==> src/shared/pm_wake_pkg.sv <==
// constants, types and register layout for the power and wake control block
package pm_wake_pkg;
  localparam int unsigned CLK_MHZ = 125;
  localparam int unsigned PHY_RESET_US = 100;
  localparam int unsigned PHY_RESET_CYC = PHY_RESET_US * CLK_MHZ;
  localparam int unsigned WAKE_PULSE_MS = 50;
  localparam int unsigned WAKE_PULSE_CYC = WAKE_PULSE_MS * 1000 * CLK_MHZ;
  localparam logic [23:0] WAKE_SETTLE_CYC = 24'h000010;
  localparam int unsigned CNT_W = 24;

  localparam int unsigned ADDR_W = 8;
  localparam logic [7:0] BYTE_TEST_OFS = 8'h64;
  localparam logic [7:0] PM_CTRL_OFS = 8'h84;
  localparam logic [7:0] IRQ_STATUS_OFS = 8'hA0;
  localparam logic [7:0] IRQ_ENABLE_OFS = 8'hA4;
  localparam logic [7:0] IRQ_CLEAR_OFS = 8'hA8;

  // control register field positions
  localparam int unsigned READY_BIT = 0;
  localparam int unsigned PIN_EN_BIT = 1;
  localparam int unsigned POL_BIT = 2;
  localparam int unsigned PULSE_SEL_BIT = 3;
  localparam int unsigned CAUSE_LSB = 4;
  localparam int unsigned DRIVE_TYPE_BIT = 6;
  localparam int unsigned ENERGY_DETECT_EVENT_ENABLE_BIT = 8;
  localparam int unsigned WF_EN_BIT = 9;
  localparam int unsigned PHY_RESET_TRIGGER_BIT = 10;
  localparam int unsigned MODE_LSB = 12;

  // interrupt status layout
  localparam int unsigned IRQ_WAKE_BIT = 0;
  localparam int unsigned IRQ_PHY_DONE_BIT = 1;
  localparam int unsigned IRQ_W = 2;

  localparam logic [1:0] CAUSE_RST = 2'h0;
  localparam logic [IRQ_W-1:0] IRQ_RST = 2'h0;
  localparam logic [1:0] MODE_RESERVED = 2'h3;

  typedef enum logic [1:0] {
    full_power_state,
    wake_detect_state,
    energy_detect_state
  } power_state_t;

  typedef struct packed {
    logic [ADDR_W-1:0] address;
    logic read;
    logic write;
    logic [31:0] writedata;
    logic [3:0] byteenable;
  } avmm_req_t;

  typedef struct packed {
    logic level;
    logic oe_n;
  } wake_pin_t;
endpackage

==> src/design/cycle_timer.sv <==
// loadable down-counter that reports busy and a one-cycle done
`timescale 1ns/1ps
module cycle_timer
  import pm_wake_pkg::*;
(
  input wire logic core_clk,
  input wire logic arst_n,
  input wire logic ce,
  input wire logic start,
  input wire logic abort,
  input wire logic [pm_wake_pkg::CNT_W-1:0] load,
  output logic busy,
  output logic done
);
  logic [CNT_W-1:0] cnt_q;

  always_ff @(posedge core_clk or negedge arst_n)
  begin
    if (!arst_n)
      cnt_q <= '0;
    else if (ce)
    begin
      if (abort)
        cnt_q <= '0;
      else if (start)
        cnt_q <= load;
      else if (cnt_q != '0)
        cnt_q <= cnt_q - 1'b1;
    end
  end

  assign busy = (cnt_q != '0);
  assign done = ce && !abort && !start && (cnt_q == {{(CNT_W-1){1'b0}}, 1'b1});
endmodule

==> src/design/power_management_wake_control.sv <==
// power state, phy reset, wake cause and wake pin control with an avalon slave
//
// Behaviour
// - power state field selects operating state
// - byte test write wakes reduced-power device
// - control register readable in power saving
// - writes ignored until first read after wake
// - phy reset held minimum time, self-clears
// - wake frame asserts pin and interrupt
// - energy detect asserts pin and interrupt
// - drive type picks open-drain or push-pull
// - wake cause field encodes event source
// - cause clear needs ready and quiet sources
// - pulse select gives timed or static pin
// - clearing cause or enable releases pin
// - polarity sets push-pull active level
// - pin enable gates only the pin
`timescale 1ns/1ps
module power_management_wake_control
  import pm_wake_pkg::*;
#(
  parameter int unsigned PHY_HOLD_CYC = PHY_RESET_CYC,
  parameter int unsigned PULSE_CYC = WAKE_PULSE_CYC
)
(
  input wire logic core_clk,
  input wire logic arst_n,
  input wire logic ce,
  input wire pm_wake_pkg::avmm_req_t avs_req,
  output logic [31:0] avs_readdata,
  output logic avs_waitrequest,
  input wire logic wake_frame_event,
  input wire logic energy_event,
  output logic phy_hold_n,
  output pm_wake_pkg::wake_pin_t wake_event_pin,
  output logic wake_interrupt_flag,
  output logic irq
);
  import pm_wake_pkg::*;

  localparam logic [CNT_W-1:0] PHY_LOAD = CNT_W'(PHY_HOLD_CYC);
  localparam logic [CNT_W-1:0] PULSE_LOAD = CNT_W'(PULSE_CYC);

  // ***********************************************************
  // bus slave
  // ***********************************************************
  function automatic logic [31:0] lane_mask(input logic [3:0] be);
    lane_mask = {{8{be[3]}}, {8{be[2]}}, {8{be[1]}}, {8{be[0]}}};
  endfunction

  logic ack_q;
  logic req_any;
  logic take;
  logic take_wr;
  logic take_rd;
  logic [31:0] wmask;
  logic [31:0] wbits;
  logic [31:0] readdata_q;

  assign req_any = avs_req.read || avs_req.write;
  assign avs_waitrequest = req_any && !(ack_q && ce);
  assign take = req_any && ack_q && ce;
  assign take_wr = take && avs_req.write;
  assign take_rd = take && avs_req.read;
  assign wmask = lane_mask(avs_req.byteenable);
  assign wbits = avs_req.writedata & wmask;
  assign avs_readdata = readdata_q;

  always_ff @(posedge core_clk or negedge arst_n)
  begin
    if (!arst_n)
      ack_q <= 1'b0;
    else if (ce)
      ack_q <= req_any && !ack_q;
  end

  // ***********************************************************
  // control state
  // ***********************************************************
  power_state_t mode_q;
  logic read_seen_q;
  logic pin_en_q;
  logic pol_q;
  logic pulse_sel_q;
  logic drive_type_q;
  logic energy_detect_event_enable_q;
  logic wf_en_q;
  logic [1:0] cause_q;
  logic [IRQ_W-1:0] irq_status_q;
  logic [IRQ_W-1:0] irq_enable_q;
  logic ready;
  logic settle_busy;
  logic phy_busy;
  logic phy_done;
  logic pulse_busy;
  logic wake_req;
  logic wr_ctrl;
  logic wr_ok;

  assign ready = (mode_q == full_power_state) && !settle_busy;
  assign wake_req = take_wr && (avs_req.address == BYTE_TEST_OFS)
                    && (mode_q != full_power_state);
  // only a prior read and full readiness let a write through
  assign wr_ok = take_wr && read_seen_q && ready;
  assign wr_ctrl = wr_ok && (avs_req.address == PM_CTRL_OFS);

  always_ff @(posedge core_clk or negedge arst_n)
  begin
    if (!arst_n)
      read_seen_q <= 1'b0;
    else if (ce)
    begin
      if (wake_req)
        read_seen_q <= 1'b0;
      else if (take_rd)
        read_seen_q <= 1'b1;
    end
  end

  // reserved code is dropped so the state can never go illegal
  function automatic power_state_t decode_mode(input logic [1:0] code, input power_state_t cur);
    unique case (code)
      2'h0: decode_mode = full_power_state;
      2'h1: decode_mode = wake_detect_state;
      2'h2: decode_mode = energy_detect_state;
      default: decode_mode = cur;
    endcase
  endfunction

  always_ff @(posedge core_clk or negedge arst_n)
  begin
    if (!arst_n)
      mode_q <= full_power_state;
    else if (ce)
    begin
      if (wake_req)
        mode_q <= full_power_state;
      else if (wr_ctrl && avs_req.byteenable[1])
        mode_q <= decode_mode(avs_req.writedata[MODE_LSB +: 2], mode_q);
    end
  end

  always_ff @(posedge core_clk or negedge arst_n)
  begin
    if (!arst_n)
    begin
      pin_en_q <= 1'b0;
      pol_q <= 1'b0;
      pulse_sel_q <= 1'b0;
      drive_type_q <= 1'b0;
    end
    else if (ce && wr_ctrl && avs_req.byteenable[0])
    begin
      pin_en_q <= avs_req.writedata[PIN_EN_BIT];
      pol_q <= avs_req.writedata[POL_BIT];
      pulse_sel_q <= avs_req.writedata[PULSE_SEL_BIT];
      drive_type_q <= avs_req.writedata[DRIVE_TYPE_BIT];
    end
  end

  always_ff @(posedge core_clk or negedge arst_n)
  begin
    if (!arst_n)
    begin
      energy_detect_event_enable_q <= 1'b0;
      wf_en_q <= 1'b0;
    end
    else if (ce && wr_ctrl && avs_req.byteenable[1])
    begin
      energy_detect_event_enable_q <= avs_req.writedata[ENERGY_DETECT_EVENT_ENABLE_BIT];
      wf_en_q <= avs_req.writedata[WF_EN_BIT];
    end
  end

  // ***********************************************************
  // timers: wake settle, phy reset hold, wake pulse
  // ***********************************************************
  cycle_timer u_settle (
    .core_clk(core_clk),
    .arst_n(arst_n),
    .ce(ce),
    .start(wake_req),
    .abort(1'b0),
    .load(WAKE_SETTLE_CYC),
    .busy(settle_busy),
    .done()
  );

  logic phy_start;
  // a set trigger bit shields the hold from further writes
  assign phy_start = wr_ctrl && wbits[PHY_RESET_TRIGGER_BIT] && !phy_busy;

  cycle_timer u_phy (
    .core_clk(core_clk),
    .arst_n(arst_n),
    .ce(ce),
    .start(phy_start),
    .abort(1'b0),
    .load(PHY_LOAD),
    .busy(phy_busy),
    .done(phy_done)
  );

  always_ff @(posedge core_clk or negedge arst_n)
  begin
    if (!arst_n)
      phy_hold_n <= 1'b1;
    else if (ce)
      phy_hold_n <= !(phy_busy || phy_start);
  end

  // ***********************************************************
  // wake events and cause
  // ***********************************************************
  logic wf_hit;
  logic ed_hit;
  logic new_evt;
  logic static_act;
  logic src_quiet;
  logic [1:0] cause_clr;

  assign wf_hit = wake_frame_event && wf_en_q && (mode_q == wake_detect_state);
  assign ed_hit = energy_event && energy_detect_event_enable_q && (mode_q == energy_detect_state);
  assign new_evt = (wf_hit && !cause_q[1]) || (ed_hit && !cause_q[0]);
  assign src_quiet = !wake_frame_event && !energy_event;
  assign cause_clr = (wr_ctrl && src_quiet) ? wbits[CAUSE_LSB +: 2] : 2'h0;

  // set beats clear so a fresh event is never lost
  always_ff @(posedge core_clk or negedge arst_n)
  begin
    if (!arst_n)
      cause_q <= CAUSE_RST;
    else if (ce)
      cause_q <= (cause_q & ~cause_clr) | {wf_hit, ed_hit};
  end

  assign static_act = (cause_q[1] && wf_en_q) || (cause_q[0] && energy_detect_event_enable_q);

  cycle_timer u_pulse (
    .core_clk(core_clk),
    .arst_n(arst_n),
    .ce(ce),
    .start(new_evt && pulse_sel_q),
    .abort(!static_act && !new_evt),
    .load(PULSE_LOAD),
    .busy(pulse_busy),
    .done()
  );

  // ***********************************************************
  // wake pin
  // ***********************************************************
  logic pin_act;
  wake_pin_t pin_d;
  wake_pin_t pin_q;

  assign pin_act = pin_en_q && (pulse_sel_q ? (pulse_busy && static_act) : static_act);

  always_comb
  begin
    if (!drive_type_q)
    begin
      pin_d.level = 1'b0;
      pin_d.oe_n = !pin_act;
    end
    else
    begin
      pin_d.level = pol_q ? pin_act : !pin_act;
      pin_d.oe_n = 1'b0;
    end
  end

  always_ff @(posedge core_clk or negedge arst_n)
  begin
    if (!arst_n)
    begin
      pin_q.level <= 1'b0;
      pin_q.oe_n <= 1'b1;
    end
    else if (ce)
      pin_q <= pin_d;
  end

  assign wake_event_pin = pin_q;

  // ***********************************************************
  // interrupts
  // ***********************************************************
  logic [IRQ_W-1:0] irq_set;
  logic [IRQ_W-1:0] irq_clr;

  assign irq_set = {phy_done, wf_hit || ed_hit};
  assign irq_clr = (wr_ok && avs_req.address == IRQ_CLEAR_OFS) ? wbits[IRQ_W-1:0] : IRQ_RST;

  always_ff @(posedge core_clk or negedge arst_n)
  begin
    if (!arst_n)
      irq_status_q <= IRQ_RST;
    else if (ce)
      irq_status_q <= (irq_status_q & ~irq_clr) | irq_set;
  end

  always_ff @(posedge core_clk or negedge arst_n)
  begin
    if (!arst_n)
      irq_enable_q <= IRQ_RST;
    else if (ce && wr_ok && avs_req.address == IRQ_ENABLE_OFS && avs_req.byteenable[0])
      irq_enable_q <= avs_req.writedata[IRQ_W-1:0];
  end

  assign wake_interrupt_flag = irq_status_q[IRQ_WAKE_BIT];
  assign irq = |(irq_status_q & irq_enable_q);

  // ***********************************************************
  // read data
  // ***********************************************************
  logic [31:0] ctrl_word;

  always_comb
  begin
    ctrl_word = 32'h0000_0000;
    ctrl_word[MODE_LSB +: 2] = mode_q;
    ctrl_word[PHY_RESET_TRIGGER_BIT] = phy_busy;
    ctrl_word[WF_EN_BIT] = wf_en_q;
    ctrl_word[ENERGY_DETECT_EVENT_ENABLE_BIT] = energy_detect_event_enable_q;
    ctrl_word[DRIVE_TYPE_BIT] = drive_type_q;
    ctrl_word[CAUSE_LSB +: 2] = cause_q;
    ctrl_word[PULSE_SEL_BIT] = pulse_sel_q;
    ctrl_word[POL_BIT] = pol_q;
    ctrl_word[PIN_EN_BIT] = pin_en_q;
    ctrl_word[READY_BIT] = ready;
  end

  // control stays readable whatever the power state
  always_ff @(posedge core_clk or negedge arst_n)
  begin
    if (!arst_n)
      readdata_q <= 32'h0000_0000;
    else if (ce && avs_req.read && !ack_q)
    begin
      unique case (avs_req.address)
        PM_CTRL_OFS: readdata_q <= ctrl_word;
        IRQ_STATUS_OFS: readdata_q <= {30'h0, irq_status_q};
        IRQ_ENABLE_OFS: readdata_q <= {30'h0, irq_enable_q};
        default: readdata_q <= 32'h0000_0000;
      endcase
    end
  end

  logic [CNT_W-1:0] phy_len_q;
  always_ff @(posedge core_clk or negedge arst_n)
  begin
    if (!arst_n)
      phy_len_q <= '0;
    else if (ce)
      phy_len_q <= phy_busy ? phy_len_q + 1'b1 : '0;
  end
endmodule

==> config.mk <==
export PLATFORM = sky130hd
export DESIGN_NAME = power_management_wake_control
export DESIGN_NICKNAME = d
export VERILOG_FILES = /design/src/shared/pm_wake_pkg.sv /design/src/design/cycle_timer.sv /design/src/design/power_management_wake_control.sv
export SDC_FILE = /design/constraint.sdc
export NUM_CORES = 1
export LEC_CHECK = 0
export ABC_CLOCK_PERIOD_IN_PS = 2500
export BUFFER_PORTS_ARGS = -buffer_cell sky130_fd_sc_hd__buf_2
export CAP_MARGIN = 40
export CELL_PAD_IN_SITES_DETAIL_PLACEMENT = 1
export CELL_PAD_IN_SITES_GLOBAL_PLACEMENT = 1
export CORE_UTILIZATION = 30
export CTS_BUF_LIST = sky130_fd_sc_hd__clkbuf_8 sky130_fd_sc_hd__clkbuf_16
export CTS_CLUSTER_SIZE = 14
export DETAILED_ROUTE_END_ITERATION = 7
export PLACE_DENSITY_LB_ADDON = 0.3
export SLEW_MARGIN = 0
export SYNTH_ARGS = -nofsm -noshare
export SYNTH_HDL_FRONTEND = slang
export SYNTH_SLANG_ARGS = --single-unit
==> constraint.sdc <==
create_clock -name core_clk -period 2.5 [get_ports core_clk]
set_input_delay 0.375 -clock core_clk [delete_from_list [all_inputs] [get_ports core_clk]]
set_output_delay 0.375 -clock core_clk [all_outputs]
set_load 0.005 [all_outputs]
==> impl_metrics.yaml <==
power_and_ir_drop:
  peakVddDrop_mv: 0.365
  p_leak_nw: 3.03
  power_density_nw_per_um2: 856
  total_power_mw: 6.03
placed_design:
  portBuffers: 46
  place.gp.congestion: 0.796
  hpwl_mm: 12.1
  dp.cells: 948
  place_area_um2: 6590
cells_and_area:
  drive_gt1_share_pct: 22.8
  multi_input_area_um2: 3110
  fin_area_um2: 7050
  register_area_um2: 2580
  antenna_cells: 0
  layout.nets: 767
  area_growth_pct: 21.1
  nFillCells: 2182
  final_core_util_pct: 37.4
  layout.cells.non_filler: 974
synthesis:
  yosys_warnings: 0
  synthArstFlopShare_pct: 100
  syn_inst: 620
  synth-xor-area-share_pct: 5.27
  syn_area_um2: 5820
  synth_edf_count: 0
  ys_seq_elements: 103
  synthSimpleGateAreaFrac_pct: 25.9
  synth_top_family_by_area: "simple AND/OR/NAND/NOR gates"
  synth_adder_area_share_pct: 1.51
  synth-compound-area-share_pct: 15.4
  synth_flop_cell: "dfrtp_1"
  syn_area_per_cell_um2: 9.38
  ys_seq_area_share_pct: 44.4
  synth_cell_types: 72
  synthMuxAreaShare_pct: 2.45
setup_path:
  r2r-start: "u_phy.cnt_q[13]$_DFFE_PN0P_"
  crit_path_end: "u_phy.cnt_q[19]$_DFFE_PN0P_"
  setup.worst_path.start: "u_phy.cnt_q[13]$_DFFE_PN0P_"
  r2r_setup_slack_ns: 0.13
  cp-end-kind: "register"
  arrival_ns: 2.62
  r2r-end: "u_phy.cnt_q[19]$_DFFE_PN0P_"
  cp_max_fo: 5
  crit_chain: "or4_1 -> or2_2 -> or4_1 -> o21a_1 -> o21a_1"
  critPathMaxStageDelay_ns: 0.59
  start_kind: "register"
  rr_worst_depth: 5
  required_ns: 2.75
  critPathKind: "register to register"
  cp_slowest_cell: "or4_1"
grt:
  gr-usage-met2_pct: 30.6
  use_met1_pct: 22.0
  overflow: 0
  grt.busiest_layer: "met2"
  grt_max_degree: 53
  grt_pass1_wl_mm: 27.7
  grt_usage_pct: 17.5
  grt_use_met3_pct: 3.23
  grt_pass1_vias: 5468
  antenna_found_initial: 0
clock_tree:
  clock_latency_ns: 0.36
  cts_tree: "done"
  cts_root_buf: "clkbuf_16"
  clk_transition_reported_paths_ns: 0.08
  cts_htree_levels: 3
  cts_buffers: 9
  cts.sinks: 103
  cts.path.max_buffers: 2
  cts_hold_buf: 0
route:
  vias_per_cell: 5.23
  vias: 5093
  ant_nets: 0
  first_iter_violations: 201
  routedWlPerCell_um: 16.9
  post-route-drc-count: 0
  dr.pass1.iters: 4
  drt_wl_total_mm: 16.5
floorplanning:
  chipWidth_um: 141
  die-area_um2: 19900
  die_h_um: 141
  io_pins: 89
  core-area_um2: 18800
  rows: 50
  start_util_pct: 30.9
sta:
  max_slew_margin_pct: 51.7
  finalHoldViolCount: 0
  layout_min_cycle_time_ns: 2.37
  worst_pin_slew_ns: 0.724
  fin_crit_sh_pct: 94.9
  max_freq_mhz: 421
  finalMaxSlewViolations: 0
  finClkSkew_ns: 0.00832
  setup_viol: 0
run:
  drv_cap: 0
worst_hold_path:
  min_path_type: "input pin to asynchronous set/reset pin"
outcome:
  status: "finished, final reports clean"
[how the worst min path moves through the flow]
stage                                      from                           to  slack, ns  cells past startpoint
global route                             arst_n  avs_readdata[3]$_DFFE_PN0P_       0.11                      1
detailed placement  avs_readdata[2]$_DFFE_PN0P_  avs_readdata[2]$_DFFE_PN0P_       0.47                      2
finish                                   arst_n  avs_readdata[3]$_DFFE_PN0P_       0.06                      1
CTS                                      arst_n  avs_readdata[3]$_DFFE_PN0P_       0.08                      1
floorplan                                arst_n            ack_q$_DFFE_PN0P_       0.08                      0
global placement    avs_readdata[9]$_DFFE_PN0P_  avs_readdata[9]$_DFFE_PN0P_       0.46                      2
[critical path, delay by kind of cell, from the launching register on]
family	cells	cell delay [ns]
DFF	1	0.38
AOI/OAI and AO/OA	2	0.39
and+or+nand+nor	3	1.49
[registers in the layout (all words and copies together), names as in the netlist]
register	count
pulse_sel_q	1
pin_en_q	1
avs_readdata	12
ack_q	1
cause_q	2
mode_q	2
read_seen_q	1
u_pulse.cnt_q	24
wake_event_pin	2
phy_hold_n	1
u_phy.cnt_q	24
irq_status_q	2
pol_q	1
drive_type_q	1
u_settle.cnt_q	24
wf_en_q	1
energy_detect_event_enable_q	1
irq_enable_q	2
[stage by stage]
step | hold WS, ns | worst slack, ns | TNS, ns
floorplan | 0.0794 | 0.0867 | 0
CTS | 0.0765 | 0.00636 | 0
detailed placement | 0.470 | -0.0348 | -0.0348
global placement | 0.459 | 0.00457 | 0
finish | 0.0625 | 0.126 | 0
global route | 0.106 | -0.00218 | -0.00405
[cells in the mapped netlist (all sizes together) (3+ instances only)]
| cell type | n | area share, % |
|---|---|---|
| a21oi | 26 | 2.2 |
| a22o | 5 | 0.75 |
| a32o | 3 | 0.52 |
| and2 | 6 | 0.65 |
| and3 | 3 | 0.32 |
| buf | 23 | 2.8 |
| clkbuf | 20 | 1.3 |
| dfrtp | 101 | 43 |
| ha | 7 | 1.5 |
| inv | 15 | 0.97 |
| mux2 | 10 | 1.9 |
| mux2i | 3 | 0.52 |
| nand2 | 62 | 4.0 |
| nand2b | 4 | 0.43 |
| nand3 | 18 | 1.6 |
| nand3b | 3 | 0.39 |
| nand4 | 10 | 1.3 |
| nand4b | 5 | 0.75 |
| nor2 | 72 | 4.8 |
| nor3 | 23 | 2.2 |
| nor3b | 4 | 0.52 |
| nor4 | 23 | 3.4 |
| nor4b | 7 | 1.5 |
| o2111ai | 3 | 0.45 |
| o211ai | 7 | 0.90 |
| o21a | 6 | 0.77 |
| o21ai | 36 | 3.4 |
| o22ai | 3 | 0.32 |
| o31a | 3 | 0.45 |
| o31ai | 15 | 1.9 |
| o41ai | 5 | 0.75 |
| or2 | 5 | 0.54 |
| or3 | 11 | 1.2 |
| or4 | 10 | 1.3 |
| xnor2 | 15 | 2.3 |
| xor2 | 20 | 3.0 |
[layout make-up]
cell class	instances	area share [%]
clock buffers	9	3.20
well taps	260	4.62
clock inverters	7	0.888
multi-input cells	478	44.1
flip-flops and latches	103	36.6
inverters	15	0.799
repair buffers	102	9.77
[report_power, final]
| group | switching [mW] | internal (mW) | leakage (nW) |
|---|---|---|---|
| clock network | 0.706 | 0.698 | 0.133 |
| logic | 1.35 | 0.918 | 1.56 |
| registers | 0.377 | 1.98 | 1.34 |
[metal layers]
layer  vias to the layer above  share of wire, %
li1                       2409                 -
met1                      2615                45
met2                        57                52
met3                        12               2.1
met4                         0              0.86
met5                         -                 0
[cell families after synthesis]
kind of cell             Yosys count
multiplexers                      13
flip-flops                       103
AND/OR/NAND/NOR                  272
buffers and inverters             58
other                              1
XOR/XNOR                          35
adder cells (fa/ha/maj)            7
AO/OA/AOI/OAI                    131
[placed cells by master (no fill, tap or decap), types with 6 or more instances in the layout]
cell and instances:
mux2_2 10, o21a_1 6, conb_1 20, a21oi_1 26
nand4_1 9, nand2_1 62, or3_1 10, and2_1 6
buf_2 45, nor4_1 16, dfrtp_1 101, o211ai_1 7
nand3_1 17, xor2_1 20, xnor2_1 15, nor2_1 71
o31ai_1 15, ha_1 6, o21ai_0 33, inv_1 13
clkbuf_16 9, buf_4 53, nor3_1 19, or4_1 9
[timing repair]
action | 4_1_cts | 5_1_grt
setup buffers | 0 | 10
gates resized for setup | 3 | 14
pin swaps | 0 | 8
endpoints found under the setup margin | 3 | 23
Power figures use the tool's default switching activity.
